==> config.mk <==
export PLATFORM = sky130hd
export DESIGN_NAME = lps_power_save
export DESIGN_NICKNAME = d
export VERILOG_FILES = /design/src/rtl/lps_pkg.sv /design/src/rtl/lps_power_save.sv /design/src/rtl/lps_frame_timer.sv
export SDC_FILE = /design/constraint.sdc
export NUM_CORES = 1
export LEC_CHECK = 0
export ABC_AREA = 1
export BUFFER_PORTS_ARGS = -buffer_cell sky130_fd_sc_hd__buf_2
export CAP_MARGIN = 10
export CELL_PAD_IN_SITES_DETAIL_PLACEMENT = 1
export CELL_PAD_IN_SITES_GLOBAL_PLACEMENT = 1
export CORE_MARGIN = 2
export CORE_UTILIZATION = 31
export CTS_CLUSTER_DIAMETER = 80
export CTS_CLUSTER_SIZE = 8
export DETAILED_ROUTE_END_ITERATION = 7
export GPL_ROUTABILITY_DRIVEN = 0
export PLACE_DENSITY_LB_ADDON = 0.2
export SYNTH_ARGS = -nofsm -noshare
export SYNTH_HDL_FRONTEND = slang
export SYNTH_SLANG_ARGS = --single-unit
==> constraint.sdc <==
create_clock -name clock -period 1.8 [get_ports clock]
set_clock_uncertainty 0.15 [all_clocks]
set_input_delay 0.27 -clock clock [delete_from_list [all_inputs] [get_ports clock]]
set_output_delay 0.27 -clock clock [all_outputs]
set_load 0.01 [all_outputs]
==> src/rtl/lps_pkg.sv <==
// Constants and types for the LCD power save sequencer
package lps_pkg;
    localparam int unsigned CLK_MHZ = 125;
    localparam logic [7:0] PSAVE_REG_IDX = 8'h08;
    localparam int unsigned PSAVE_BIT = 0;
    localparam logic [7:0] CMD_POWER_SAVE = 8'h53;
    localparam logic [7:0] CMD_SYSTEM_SET = 8'h40;
    localparam logic [3:0] PANEL_DATA_BLANK = 4'h0;
    localparam int unsigned LINE_CYCLES = 64;
    localparam int unsigned LINES_PER_FRAME = 8;
    localparam int unsigned DIRECT_DUMMY_WRITES = 1;
    localparam int unsigned INDIRECT_DUMMY_WRITES = 2;
    localparam logic [7:0] LINE_LAST = 8'(LINE_CYCLES - 1);
    localparam logic [7:0] ROW_LAST = 8'(LINES_PER_FRAME - 1);
    localparam logic [7:0] CNT_ZERO = 8'h00;
    localparam logic [7:0] CNT_ONE = 8'h01;

    typedef enum logic [1:0] {
        LPS_RUN = 2'b00,
        LPS_BLANK = 2'b01,
        LPS_SLEEP = 2'b11,
        LPS_WAKE = 2'b10
    } lps_state_t;
endpackage : lps_pkg

==> src/rtl/lps_power_save.sv <==
// Power save sequencer for a graphics LCD controller
// Notes on behaviour
// - Bit 0 of register 08h is the power save enable; writing 1 asks for low power.
// - Low power is entered only after at least one full blank frame reaches the panel.
// - In low power the column drivers get blank data and the row-driver disable goes low.
// - The row-driver disable falls between one and two frames after the request.
// - Register contents are kept through low power and are valid afterwards.
// - Display-memory control outputs hold their levels during low power.
// - Every internal clock is stopped from low power entry until exit, not while the enable waits for the blank frame.
// - Host data bus and wait output float from entry until exit.
// - In low power the panel pins park low, row shift clock high, oscillator stopped.
// - With display off only, the same panel levels apply but oscillator and bus run.
// - Writing 0 to the enable bit leaves low power and normal operation resumes.
// - The indirect power save command has no parameters and acts at once.
// - The indirect system setup command also ends low power.
`timescale 1ns/1ps
module lps_power_save
    import lps_pkg::*;
(
    input wire logic clock,
    input wire logic reset,
    input wire logic clock_enable,
    input wire logic indirect_mode,
    input wire logic reg_write,
    input wire logic [7:0] reg_addr,
    input wire logic [7:0] reg_wdata,
    input wire logic cmd_write,
    input wire logic [7:0] cmd_code,
    input wire logic display_on,
    input wire logic [3:0] pixel_data,
    input wire logic [7:0] host_data_in,
    input wire logic host_wait_in,
    input wire logic host_bus_drive,
    input wire logic [2:0] mem_ctrl_in,
    output logic power_save_en,
    output logic low_power,
    output logic dummy_writes_done,
    output logic clocks_running,
    output logic oscillator_run,
    output logic row_driver_disable,
    output logic frame_pulse,
    output logic line_pulse,
    output logic row_shift_clock,
    output logic column_enable_chain_clock,
    output logic pixel_shift_clock,
    output logic ac_drive_toggle,
    output logic [3:0] panel_data_out,
    output logic [7:0] host_data_bus_out,
    output logic host_data_bus_oe,
    output logic host_wait_out,
    output logic host_wait_oe,
    output logic [2:0] mem_ctrl_out
);
    import lps_pkg::*;

    lps_state_t state_r;
    lps_state_t state_nxt;
    logic psave_r;
    logic blank_frame_seen_r;
    logic [1:0] dummy_cnt_r;
    logic row_disable_r;
    logic frame_pulse_r;
    logic line_pulse_r;
    logic row_clk_r;
    logic col_clk_r;
    logic shift_clk_r;
    logic ac_toggle_r;
    logic [3:0] panel_data_r;
    logic [7:0] db_out_r;
    logic db_oe_r;
    logic wait_r;
    logic wait_oe_r;
    logic [2:0] mem_ctrl_r;
    logic low_power_r;
    logic osc_run_r;
    logic dummy_done_r;

    // Host decode
    wire psave_reg_hit = reg_write && !indirect_mode && (reg_addr == PSAVE_REG_IDX);
    wire cmd_psave = cmd_write && indirect_mode && (cmd_code == CMD_POWER_SAVE);
    wire cmd_sysset = cmd_write && indirect_mode && (cmd_code == CMD_SYSTEM_SET);
    wire psave_set = (psave_reg_hit && reg_wdata[PSAVE_BIT]) || cmd_psave;
    wire psave_clr = (psave_reg_hit && !reg_wdata[PSAVE_BIT]) || cmd_sysset;
    wire psave_nxt = psave_set ? 1'b1 : (psave_clr ? 1'b0 : psave_r);
    wire any_write = reg_write || cmd_write;

    // Frame timer runs only while the internal clocks are allowed
    wire in_sleep = (state_r == LPS_SLEEP);
    wire timer_run = clock_enable && !in_sleep;
    wire timer_restart = clock_enable && (state_r == LPS_WAKE);
    wire line_end;
    wire frame_end;
    wire [7:0] col;
    wire [7:0] row;

    lps_frame_timer u_timer (
        .clock(clock),
        .reset(reset),
        .run(timer_run),
        .restart(timer_restart),
        .line_end(line_end),
        .frame_end(frame_end),
        .col(col),
        .row(row)
    );

    // Sequencing
    always_comb
    begin
        state_nxt = state_r;
        unique case (state_r)
            LPS_RUN:
                if (psave_nxt)
                    state_nxt = LPS_BLANK;
            LPS_BLANK:
                if (!psave_nxt)
                    state_nxt = LPS_RUN;
                else if (frame_end && blank_frame_seen_r)
                    state_nxt = LPS_SLEEP;
            LPS_SLEEP:
                if (!psave_nxt)
                    state_nxt = LPS_WAKE;
            LPS_WAKE:
                state_nxt = LPS_RUN;
        endcase
    end

    // Blanking and parked panel levels
    wire blanking = (state_r != LPS_RUN) || !display_on;
    wire sleeping_nxt = (state_nxt == LPS_SLEEP);
    wire line_pulse_nxt = line_end;
    wire frame_pulse_nxt = frame_end;
    wire shift_nxt = !col[0];
    wire col_clk_nxt = line_end;
    wire row_clk_nxt = !line_end;
    wire [3:0] data_nxt = blanking ? PANEL_DATA_BLANK : pixel_data;
    wire row_disable_nxt = !(state_r == LPS_SLEEP || state_r == LPS_WAKE || !display_on);
    wire [1:0] dummy_need = indirect_mode ? 2'(INDIRECT_DUMMY_WRITES) : 2'(DIRECT_DUMMY_WRITES);

    always_ff @(posedge clock)
    begin
        if (reset)
        begin
            state_r <= LPS_RUN;
            psave_r <= 1'b0;
            blank_frame_seen_r <= 1'b0;
            dummy_cnt_r <= 2'h0;
        end
        else if (clock_enable)
        begin
            state_r <= state_nxt;
            psave_r <= psave_nxt;
            if (state_r != LPS_BLANK)
                blank_frame_seen_r <= 1'b0;
            else if (frame_end)
                blank_frame_seen_r <= 1'b1;
            if (state_r == LPS_WAKE)
                dummy_cnt_r <= 2'h0;
            else if (state_r == LPS_RUN && any_write && dummy_cnt_r != dummy_need)
                dummy_cnt_r <= dummy_cnt_r + 2'h1;
        end
    end

    always_ff @(posedge clock)
    begin
        if (reset)
        begin
            row_disable_r <= 1'b0;
            frame_pulse_r <= 1'b0;
            line_pulse_r <= 1'b0;
            row_clk_r <= 1'b1;
            col_clk_r <= 1'b0;
            shift_clk_r <= 1'b0;
            ac_toggle_r <= 1'b0;
            panel_data_r <= PANEL_DATA_BLANK;
        end
        else if (clock_enable)
        begin
            if (sleeping_nxt || in_sleep || !display_on)
            begin
                frame_pulse_r <= 1'b0;
                line_pulse_r <= 1'b0;
                row_clk_r <= 1'b1;
                col_clk_r <= 1'b0;
                shift_clk_r <= 1'b0;
                ac_toggle_r <= 1'b0;
                panel_data_r <= PANEL_DATA_BLANK;
            end
            else
            begin
                frame_pulse_r <= frame_pulse_nxt;
                line_pulse_r <= line_pulse_nxt;
                row_clk_r <= row_clk_nxt;
                col_clk_r <= col_clk_nxt;
                shift_clk_r <= shift_nxt;
                panel_data_r <= data_nxt;
                if (frame_end)
                    ac_toggle_r <= !ac_toggle_r;
            end
            // Falls at sleep entry, rises the cycle after LPS_WAKE returns to LPS_RUN
            row_disable_r <= row_disable_nxt && !sleeping_nxt;
        end
    end

    always_ff @(posedge clock)
    begin
        if (reset)
        begin
            db_out_r <= 8'h00;
            db_oe_r <= 1'b0;
            wait_r <= 1'b1;
            wait_oe_r <= 1'b1;
            mem_ctrl_r <= 3'h7;
            low_power_r <= 1'b0;
            osc_run_r <= 1'b1;
            dummy_done_r <= 1'b1;
        end
        else if (clock_enable)
        begin
            db_out_r <= host_data_in;
            db_oe_r <= host_bus_drive && !sleeping_nxt;
            wait_r <= host_wait_in;
            wait_oe_r <= !sleeping_nxt;
            if (!sleeping_nxt)
                mem_ctrl_r <= mem_ctrl_in;
            low_power_r <= sleeping_nxt;
            osc_run_r <= !sleeping_nxt;
            dummy_done_r <= (state_r == LPS_RUN) && (dummy_cnt_r == dummy_need);
        end
    end

    assign power_save_en = psave_r;
    assign low_power = low_power_r;
    assign dummy_writes_done = dummy_done_r;
    assign clocks_running = osc_run_r;
    assign oscillator_run = osc_run_r;
    assign row_driver_disable = row_disable_r;
    assign frame_pulse = frame_pulse_r;
    assign line_pulse = line_pulse_r;
    assign row_shift_clock = row_clk_r;
    assign column_enable_chain_clock = col_clk_r;
    assign pixel_shift_clock = shift_clk_r;
    assign ac_drive_toggle = ac_toggle_r;
    assign panel_data_out = panel_data_r;
    assign host_data_bus_out = db_out_r;
    assign host_data_bus_oe = db_oe_r;
    assign host_wait_out = wait_r;
    assign host_wait_oe = wait_oe_r;
    assign mem_ctrl_out = mem_ctrl_r;
endmodule : lps_power_save

==> src/rtl/lps_frame_timer.sv <==
// Panel frame and line timing generator, frozen when its clock is gated
`timescale 1ns/1ps
module lps_frame_timer
    import lps_pkg::*;
(
    input wire logic clock,
    input wire logic reset,
    input wire logic run,
    input wire logic restart,
    output logic line_end,
    output logic frame_end,
    output logic [7:0] col,
    output logic [7:0] row
);
    logic [7:0] col_r;
    logic [7:0] row_r;
    wire col_last = (col_r == LINE_LAST);
    wire row_last = (row_r == ROW_LAST);

    always_ff @(posedge clock)
    begin
        if (reset || restart)
        begin
            col_r <= CNT_ZERO;
            row_r <= CNT_ZERO;
        end
        else if (run)
        begin
            col_r <= col_last ? CNT_ZERO : col_r + CNT_ONE;
            if (col_last)
                row_r <= row_last ? CNT_ZERO : row_r + CNT_ONE;
        end
    end

    assign line_end = run && col_last;
    assign frame_end = run && col_last && row_last;
    assign col = col_r;
    assign row = row_r;
endmodule : lps_frame_timer

==> results of run 1 <==
[area by class of cell]
type / instances / area share (%)
flip-flops and latches: 48 / 33.2
well taps: 96 / 4.12
clock inverters: 3 / 1.46
clock buffers: 5 / 2.36
repair buffers: 87 / 16.5
inverters: 31 / 3.99
multi-input cells: 216 / 38.4
[repair_timing]
item                                    4_1_cts  5_1_grt
resized for setup                             7       10
cloned                                        0        1
buffers inserted                              1        2
endpoints found under the setup margin        3       10
pin swaps                                     6        3
[stage by stage]
stage / worst slack (ns) / cell area [µm²]
final: 0.0552 / 2920
after floorplan: 0.117 / 2200
after global routing: -0.0536 / 2920
after global placement: 0.0517 / 2720
after CTS: 0.0123 / 2860
after detailed placement: -0.0280 / 2720
[critical path, stage by stage, from the launching register on]
cell	delay [ns]
sky130_fd_sc_hd__dfxtp_2	0.36
sky130_fd_sc_hd__ha_4	0.13
sky130_fd_sc_hd__inv_2	0.04
sky130_fd_sc_hd__nor2_2	0.08
sky130_fd_sc_hd__nand2_2	0.09
sky130_fd_sc_hd__nor2_4	0.14
sky130_fd_sc_hd__nand3_2	0.11
sky130_fd_sc_hd__a21oi_4	0.21
sky130_fd_sc_hd__nand2_4	0.10
sky130_fd_sc_hd__nand2_2	0.07
sky130_fd_sc_hd__nand2_1	0.04
sky130_fd_sc_hd__nand2_1	0.08
sky130_fd_sc_hd__nor2_1	0.04
[power by group]
group,internal [mW],switching (mW),leakage [nW]
registers,1.10,0.0212,0.395
logic,0.113,0.141,0.953
clock network,0.412,0.390,0.0541
[cells in the final DEF, fill, tap and decap left out, drive strengths merged]
| cell | instances |
|---|---|
| buf | 87 |
| nand2 | 62 |
| nor2 | 52 |
| dfxtp | 48 |
| inv | 31 |
| a21oi | 29 |
| nand3 | 28 |
| o21ai | 20 |
| clkbuf | 5 |
| nand4 | 4 |
| or2 | 4 |
| nor3b | 4 |
| nor3 | 3 |
| xor2 | 2 |
| o31ai | 2 |
| ha | 2 |
| and2 | 1 |
| xnor2 | 1 |
| and3 | 1 |
| a21o | 1 |
| bufinv | 1 |
| clkinv | 1 |
| clkinvlp | 1 |
[registers in the layout, indices dropped and copies added, names as in the netlist, 2 cells and up]
register           flops
mem_ctrl_out           3
u_timer.row            8
host_data_bus_out      8
panel_data_out         4
state_r                2
u_timer.col            8
dummy_cnt_r            2
[per-layer routing]
layer | GRT usage, % | vias up | part of all wire, %
met2 | 27.6 | 44 | 48
met1 | 19.3 | 1042 | 46
met5 | 0 | - | 0
met3 | 3.96 | 7 | 4.7
li1 | - | 1154 | -
met4 | 4.13 | 0 | 1.0
[cell families after synthesis]
| kind of cell | Yosys count | synth area share (%) |
|---|---|---|
| xor+xnor | 3 | 1.20 |
| compound gates | 52 | 12.4 |
| simple gates | 158 | 33.8 |
| buf+inv | 42 | 7.80 |
| flops | 48 | 43.7 |
| fa+ha+maj | 2 | 1.14 |
[final timing paths]
kind,start,endpoint,slack (ns),cells past startpoint
hold reg to reg,row_driver_disable$_SDFFE_PP0P_,row_driver_disable$_SDFFE_PP0P_,0.32,2
setup reg to reg,u_timer.col[0]$_SDFFE_PP0N_,ac_drive_toggle$_SDFFE_PP0P_,0.06,12
hold / removal,host_data_in[4],host_data_bus_out[4]$_SDFFE_PP0P_,0.03,3
setup / recovery,u_timer.col[0]$_SDFFE_PP0N_,ac_drive_toggle$_SDFFE_PP0P_,0.06,12
==> impl_results.md, run 1 <==
- Number of antenna violations at the first check in global routing: 0
- Min-delay worst type: in -> reg
- Post-detailed-route count of antenna-violating nets: 0
- Syn nets: 355
- Cell types with the largest area share after synthesis: sky130_fd_sc_hd__dfxtp_1, sky130_fd_sc_hd__nand2_1, sky130_fd_sc_hd__nor2_1
- Tcrit/Tclk final: 96.9%
- Sequential cell area: 967 µm²
- Total global routing overflow: 0
- Area inside the core boundary: 6830 µm²
- Post-detailed-route wirelength per cell: 12.5 µm
- Pin count of the biggest net entering global routing: 23
- Root Buffer Master: sky130_fd_sc_hd__clkbuf_8
- Total routed wirelength: 6.07 mm
- Per-instance average area after synthesis: 7.20 µm²
- Die outline width: 88.2 µm
- Inserted Diodes: 0
- Number of standard cells in the layout, taps in and fillers out: 486
- Number of pins exceeding their max-slew limit in the final report: 0
- Primary flip-flop cell chosen by synthesis mapping: sky130_fd_sc_hd__dfxtp_1
- Unrepaired setup endpoints after global routing: true
- Synth area leader: sky130_fd_sc_hd__dfxtp_1
- Category of the worst setup path capture point: flop
- Maximum frequency from static timing analysis: 573 MHz
- Pleak: 1.40 nW
- Nature of the critical path startpoint: flop
- DRC errors left: 0
- Minimum clock period: 1.74 ns
- Number of warnings issued by yosys: 0
- Clk sink count: 48
- Global-route wire length before repair: 9.84 mm
- Number of nets in the layout: 439
- Post-Route Hold Slack: 0.0299 ns
- Number of buffers created by CTS: 5
- Vias in the first global route: 2296
- Gate count after technology mapping: 305
- Remaining max-slew budget at the tightest pin: 78.1%
- Vias: 2247
- # fillers: 910
- Post-synth EDFFs: 0
- Number of buffers inserted by port buffering: 70
- Portion of the post-synthesis area used by sequential elements: 43.7%
- Most repeated cell in the gate-level netlist after synthesis: sky130_fd_sc_hd__nand2_1
- Core occupancy in the finished layout: 42.7%
- Ys async rst share: 0%
- Synthesized cell area: 2200 µm²
- Number of buffers on the longest clock path: 2
- Number of rows created at floorplan: 30
- DRT Pass-1 Iters: 4
- Req. time, crit path: 1.85 ns
- Proportion of layout cells with a drive suffix above 1: 33.6%
- Count of max-cap constraint violations: 0
- Area of the multi-input gates: 1120 µm²
- Worst-path clk slew: 0.09 ns
- Area added between synthesis and finish: 32.7%
- Clock tree from TritonCTS: done
- Starting density of the core: 32.2%
- Hold Vio Cnt, Final: 0
- Endpoint arrival time on the critical path: 1.80 ns
- Setup CP Type: reg -> reg
- Area share of the largest cell type after synthesis: 43.7%
- Die Span Y: 88.2 µm
- Count of unique library cells instantiated by Yosys: 31
- Max IR drop VDD: 0.381 mV
- FF+latch count, synth: 48
- Clock Latency Late Sink: 0.30 ns
- Final Power: 2.18 mW
- Detailed Route Iter0 Violations: 61
- Count of pins on the block boundary: 78
- Setup TNS: 0 ns
- Pin slew with the least headroom to its limit: 0.327 ns
- Cell total after placement: 474
- Maximum fanout along the worst path: 5
- Most frequent cells after synthesis: sky130_fd_sc_hd__nand2_1, sky130_fd_sc_hd__dfxtp_1, sky130_fd_sc_hd__nor2_1
- Total half-perimeter wirelength after legalization and detailed placement: 4.51 mm
- Total routing resource utilization after global routing: 15.8%
- Number of hold-repair buffers added at the cts stage: 0
- Setup-violating endpoint count in the final report: 0
- P per Cell Area: 747 nW/µm²
- Overall die area: 7780 µm²
- # H-tree levels: 2
- Vias/cell: 4.62
- Run status: finished, final reports clean
No activity file was read; power rests on OpenSTA's default activity.
==> run 2, diff against run 1 <==
ABC_AREA = unset   (was 1)
CORE_UTILIZATION = 32   (was 31)
TNS_END_PERCENT = 10   (was unset)
==> impl_results.md, run 2 <==
- Worst-path clk slew: 0.09 ns (about the same)
- Root Buffer Master: sky130_fd_sc_hd__clkbuf_8
- Vias in the first global route: 2134 (-7.1%)
- Count of pins on the block boundary: 78 (unchanged)
- Category of the worst setup path capture point: flop
- Most repeated cell in the gate-level netlist after synthesis: sky130_fd_sc_hd__dfxtp_1
- Number of standard cells in the layout, taps in and fillers out: 412 (-15%)
- Most frequent cells after synthesis: sky130_fd_sc_hd__dfxtp_1, sky130_fd_sc_hd__nor2_1, sky130_fd_sc_hd__nand2_1
- Primary flip-flop cell chosen by synthesis mapping: sky130_fd_sc_hd__dfxtp_1
- Total routing resource utilization after global routing: 17.3% (+1.5 points)
- Number of hold-repair buffers added at the cts stage: 0 (unchanged)
- Number of buffers on the longest clock path: 2 (unchanged)
- Cell total after placement: 403 (-15%)
- Post-detailed-route wirelength per cell: 14.4 µm (+16%)
- Synth area leader: sky130_fd_sc_hd__dfxtp_1
- Maximum fanout along the worst path: 3 (-2)
- Area share of the largest cell type after synthesis: 45.3% (+1.6 points)
- Per-instance average area after synthesis: 9.18 µm² (+27%)
- Minimum clock period: 2.34 ns (+0.595 ns)
- Number of buffers inserted by port buffering: 70 (unchanged)
- Setup CP Type: reg -> reg
- Number of warnings issued by yosys: 0 (unchanged)
- Hold path start: host_wait_in
- Proportion of layout cells with a drive suffix above 1: 40.6% (+7.0 points)
- Number of pins exceeding their max-slew limit in the final report: 0 (unchanged)
- Starting density of the core: 33.2% (+1.0 points)
- DRC errors left: 0 (unchanged)
- Pin slew with the least headroom to its limit: 0.363 ns (+0.0358 ns)
- Post-synth EDFFs: 0 (unchanged)
- Cell types with the largest area share after synthesis: sky130_fd_sc_hd__dfxtp_1, sky130_fd_sc_hd__nor2_1, sky130_fd_sc_hd__mux2i_1
- Internal power: 1.92 mW (+18%)
- Unrepaired setup endpoints after global routing: true
- Design Area, Final: 3010 µm² (+3.2%)
- Fraction of power spent switching nets: 22.0% (-3.4 points)
- Destination of the worst hold path: host_wait_out$_SDFFE_PP1P_
- Hold Vio Cnt, Final: 0 (unchanged)
- Setup-violating endpoint count in the final report: 21 (+21)
- # fillers: 816 (-10%)
- Total global routing overflow: 0 (unchanged)
- Vias: 2035 (-9.4%)
- Detailed Route Iter0 Violations: 53 (-13%)
- Number of buffers created by CTS: 5 (unchanged)
- Setup slack on the worst flop-to-flop path: -0.54 ns (-0.60 ns)
- Total routed wirelength: 5.95 mm (-2.0%)
- DP Area: 2810 µm² (+3.5%)
- Endpoint arrival time on the critical path: 2.40 ns (+0.60 ns)
- Critical path's slowest cell: sky130_fd_sc_hd__or4b_4
- Post-detailed-route count of antenna-violating nets: 0 (unchanged)
- Run status: finished with violations
- Delay of the slowest cell on the worst path: 0.47 ns (+0.11 ns)
- DRT Pass-1 Iters: 4 (unchanged)
- Commonest cells after routing, fill and taps aside: sky130_fd_sc_hd__buf_2, sky130_fd_sc_hd__dfxtp_1, sky130_fd_sc_hd__buf_4
- Area added between synthesis and finish: 41.9%
- Nature of the critical path startpoint: flop
- Max IR drop VDD: 0.491 mV (+29%)
- Number of antenna violations at the first check in global routing: 0 (unchanged)
- Vias/cell: 4.94 (+6.8%)
- Combinational group share of total power: 10.7% (-1.0 points)
- Synthesized cell area: 2120 µm² (-3.5%)
- Number of cell instances on the worst register-to-register path: 8 (-4)
- Die Span Y: 85.4 µm (-3.1%)
- Capture point of the worst reg-to-reg path: host_data_bus_oe$_SDFFE_PP0P_
- Area inside the core boundary: 6390 µm² (-6.5%)
- Post-Route Hold Slack: 0.0218 ns (-0.00803 ns)
- Clock tree from TritonCTS: done
- FF+latch count, synth: 48 (unchanged)
- Syn nets: 281 (-21%)
- Relative contribution of sequential cells to total power: 45.4% (-6.1 points)
- Core occupancy in the finished layout: 47.1% (+4.4 points)
- Overall die area: 7290 µm² (-6.2%)
- Portion of the post-synthesis area used by sequential elements: 45.3% (+1.6 points)
- Setup TNS: -7.94 ns (-7.94 ns)
- FF-to-FF Start: u_timer.row[1]$_SDFFE_PP0N_
- Tcrit/Tclk final: 130% (+33 points)
- Ys async rst share: 0% (unchanged)
- Number of rows created at floorplan: 29 (-3.3%)
- Cell-by-cell trace of the critical path: ha_4 > or4b_4 > nor4b_4 > a31oi_1 > a211oi_2 > buf_4 > nor2_4 > a31o_1
- Clock Latency Late Sink: 0.31 ns (about the same)
- Count of unique library cells instantiated by Yosys: 48 (+55%)
- P per Cell Area: 819 nW/µm² (+9.6%)
- Inserted Diodes: 0 (unchanged)
- Die outline width: 85.4 µm (-3.1%)
- Min-delay worst type: in -> reg
- Pleak: 1.40 nW (-0.24%)
- Most common cell after layout, fill and taps aside: sky130_fd_sc_hd__buf_2
- Final critical-path setup slack: -0.540 ns (-0.595 ns)
- Total half-perimeter wirelength after legalization and detailed placement: 4.35 mm (-3.7%)
- Maximum frequency from static timing analysis: 427 MHz (-25%)
- # H-tree levels: 2 (unchanged)
- Count of max-cap constraint violations: 0 (unchanged)
- Req. time, crit path: 1.86 ns (about the same)
- Switching power summed over all nets: 0.541 mW (-2.1%)
- Global-route wire length before repair: 9.92 mm (+0.84%)
- Gate count after technology mapping: 231 (-24%)
- Number of nets in the layout: 384 (-13%)
- Violated checks: setup timing
- Clock network power share: 43.9% (+7.1 points)
- Number of cells on the worst hold path: 3 (unchanged)
- Pin count of the biggest net entering global routing: 28 (+22%)
- Remaining max-slew budget at the tightest pin: 75.6% (-2.5 points)
- Clk sink count: 48 (unchanged)
-- run 2: metal layers --
metal / vias to the layer above / GRT usage (%) / wire [µm]
met5: - / 0 / 0
met4: 0 / 6.06 / 89
met3: 7 / 3.31 / 284
met2: 49 / 31.4 / 3040
met1: 969 / 20.1 / 2540
li1: 1010 / - / -
-- run 2: power groups by stage --
stage	Combinational, mW	Clock, mW	Sequential (mW)
finish	0.263	1.08	1.12
global route	0.293	1.14	1.12
CTS	0.264	1.11	1.12
detailed placement	0.259	0	1.14
global placement	0.253	0	1.14
floorplan	0.115	0	1.16
-- run 2: per-stage QoR --
stage,setup slack (ns),total power [mW]
after floorplan,-0.400,1.27
after global placement,-0.521,1.39
after detailed placement,-0.632,1.40
after CTS,-0.645,2.49
after global routing,-0.678,2.56
final,-0.540,2.46
-- run 2: cell type report --
class / count / area, µm² / share of cell area, %
Timing Repair Buffer: 110 / 667 / 22.2
Clock buffer: 5 / 68.8 / 2.29
Clock inverter: 3 / 90.1 / 2.99
Inverter: 5 / 18.8 / 0.624
Tap cell: 77 / 96.3 / 3.20
Multi-Input combinational cell: 164 / 1100 / 36.7
Sequential cell: 48 / 963 / 32.0
-- run 2: kinds of logic after synthesis --
logic type,Yosys count,synth area share [%]
adder cells (fa/ha/maj),2,1.18
AND/OR/NAND/NOR,98,24.6
buffers and inverters,19,4.60
multiplexers,12,5.66
XOR/XNOR,13,5.37
flip-flops,48,45.3
AO/OA/AOI/OAI,39,13.3
-- run 2: how the worst max path moves through the flow --
stage / from / end / slack, ns / depth (start not counted)
2_1_floorplan: u_timer.row[1]$_SDFFE_PP0N_ / frame_pulse$_SDFFE_PP0P_ / -0.40 / 8
3_3_place_gp: u_timer.row[1]$_SDFFE_PP0N_ / host_data_bus_oe$_SDFFE_PP0P_ / -0.52 / 8
3_5_place_dp: u_timer.row[1]$_SDFFE_PP0N_ / mem_ctrl_out[1]$_SDFFE_PP1P_ / -0.63 / 9
4_1_cts: u_timer.row[0]$_SDFFE_PP0N_ / host_data_bus_oe$_SDFFE_PP0P_ / -0.65 / 8
5_1_grt: u_timer.row[1]$_SDFFE_PP0N_ / host_data_bus_oe$_SDFFE_PP0P_ / -0.68 / 8
6_report: u_timer.row[1]$_SDFFE_PP0N_ / host_data_bus_oe$_SDFFE_PP0P_ / -0.54 / 8
-- run 2: critical path, delay by kind of cell (launching register included) --
kind / cells / cell delay, ns
AOI/OAI and AO/OA: 3 / 0.63
DFF: 1 / 0.37
and+or+nand+nor: 3 / 0.75
buffers and inverters: 1 / 0.22
adders and majority gates: 1 / 0.13
-- run 2: timing repair --
action | in CTS | in global routing
pin swaps | 10 | 5
setup buffers | 0 | 1
resized for setup | 7 | 4
endpoints found under the setup margin | 26 | 28
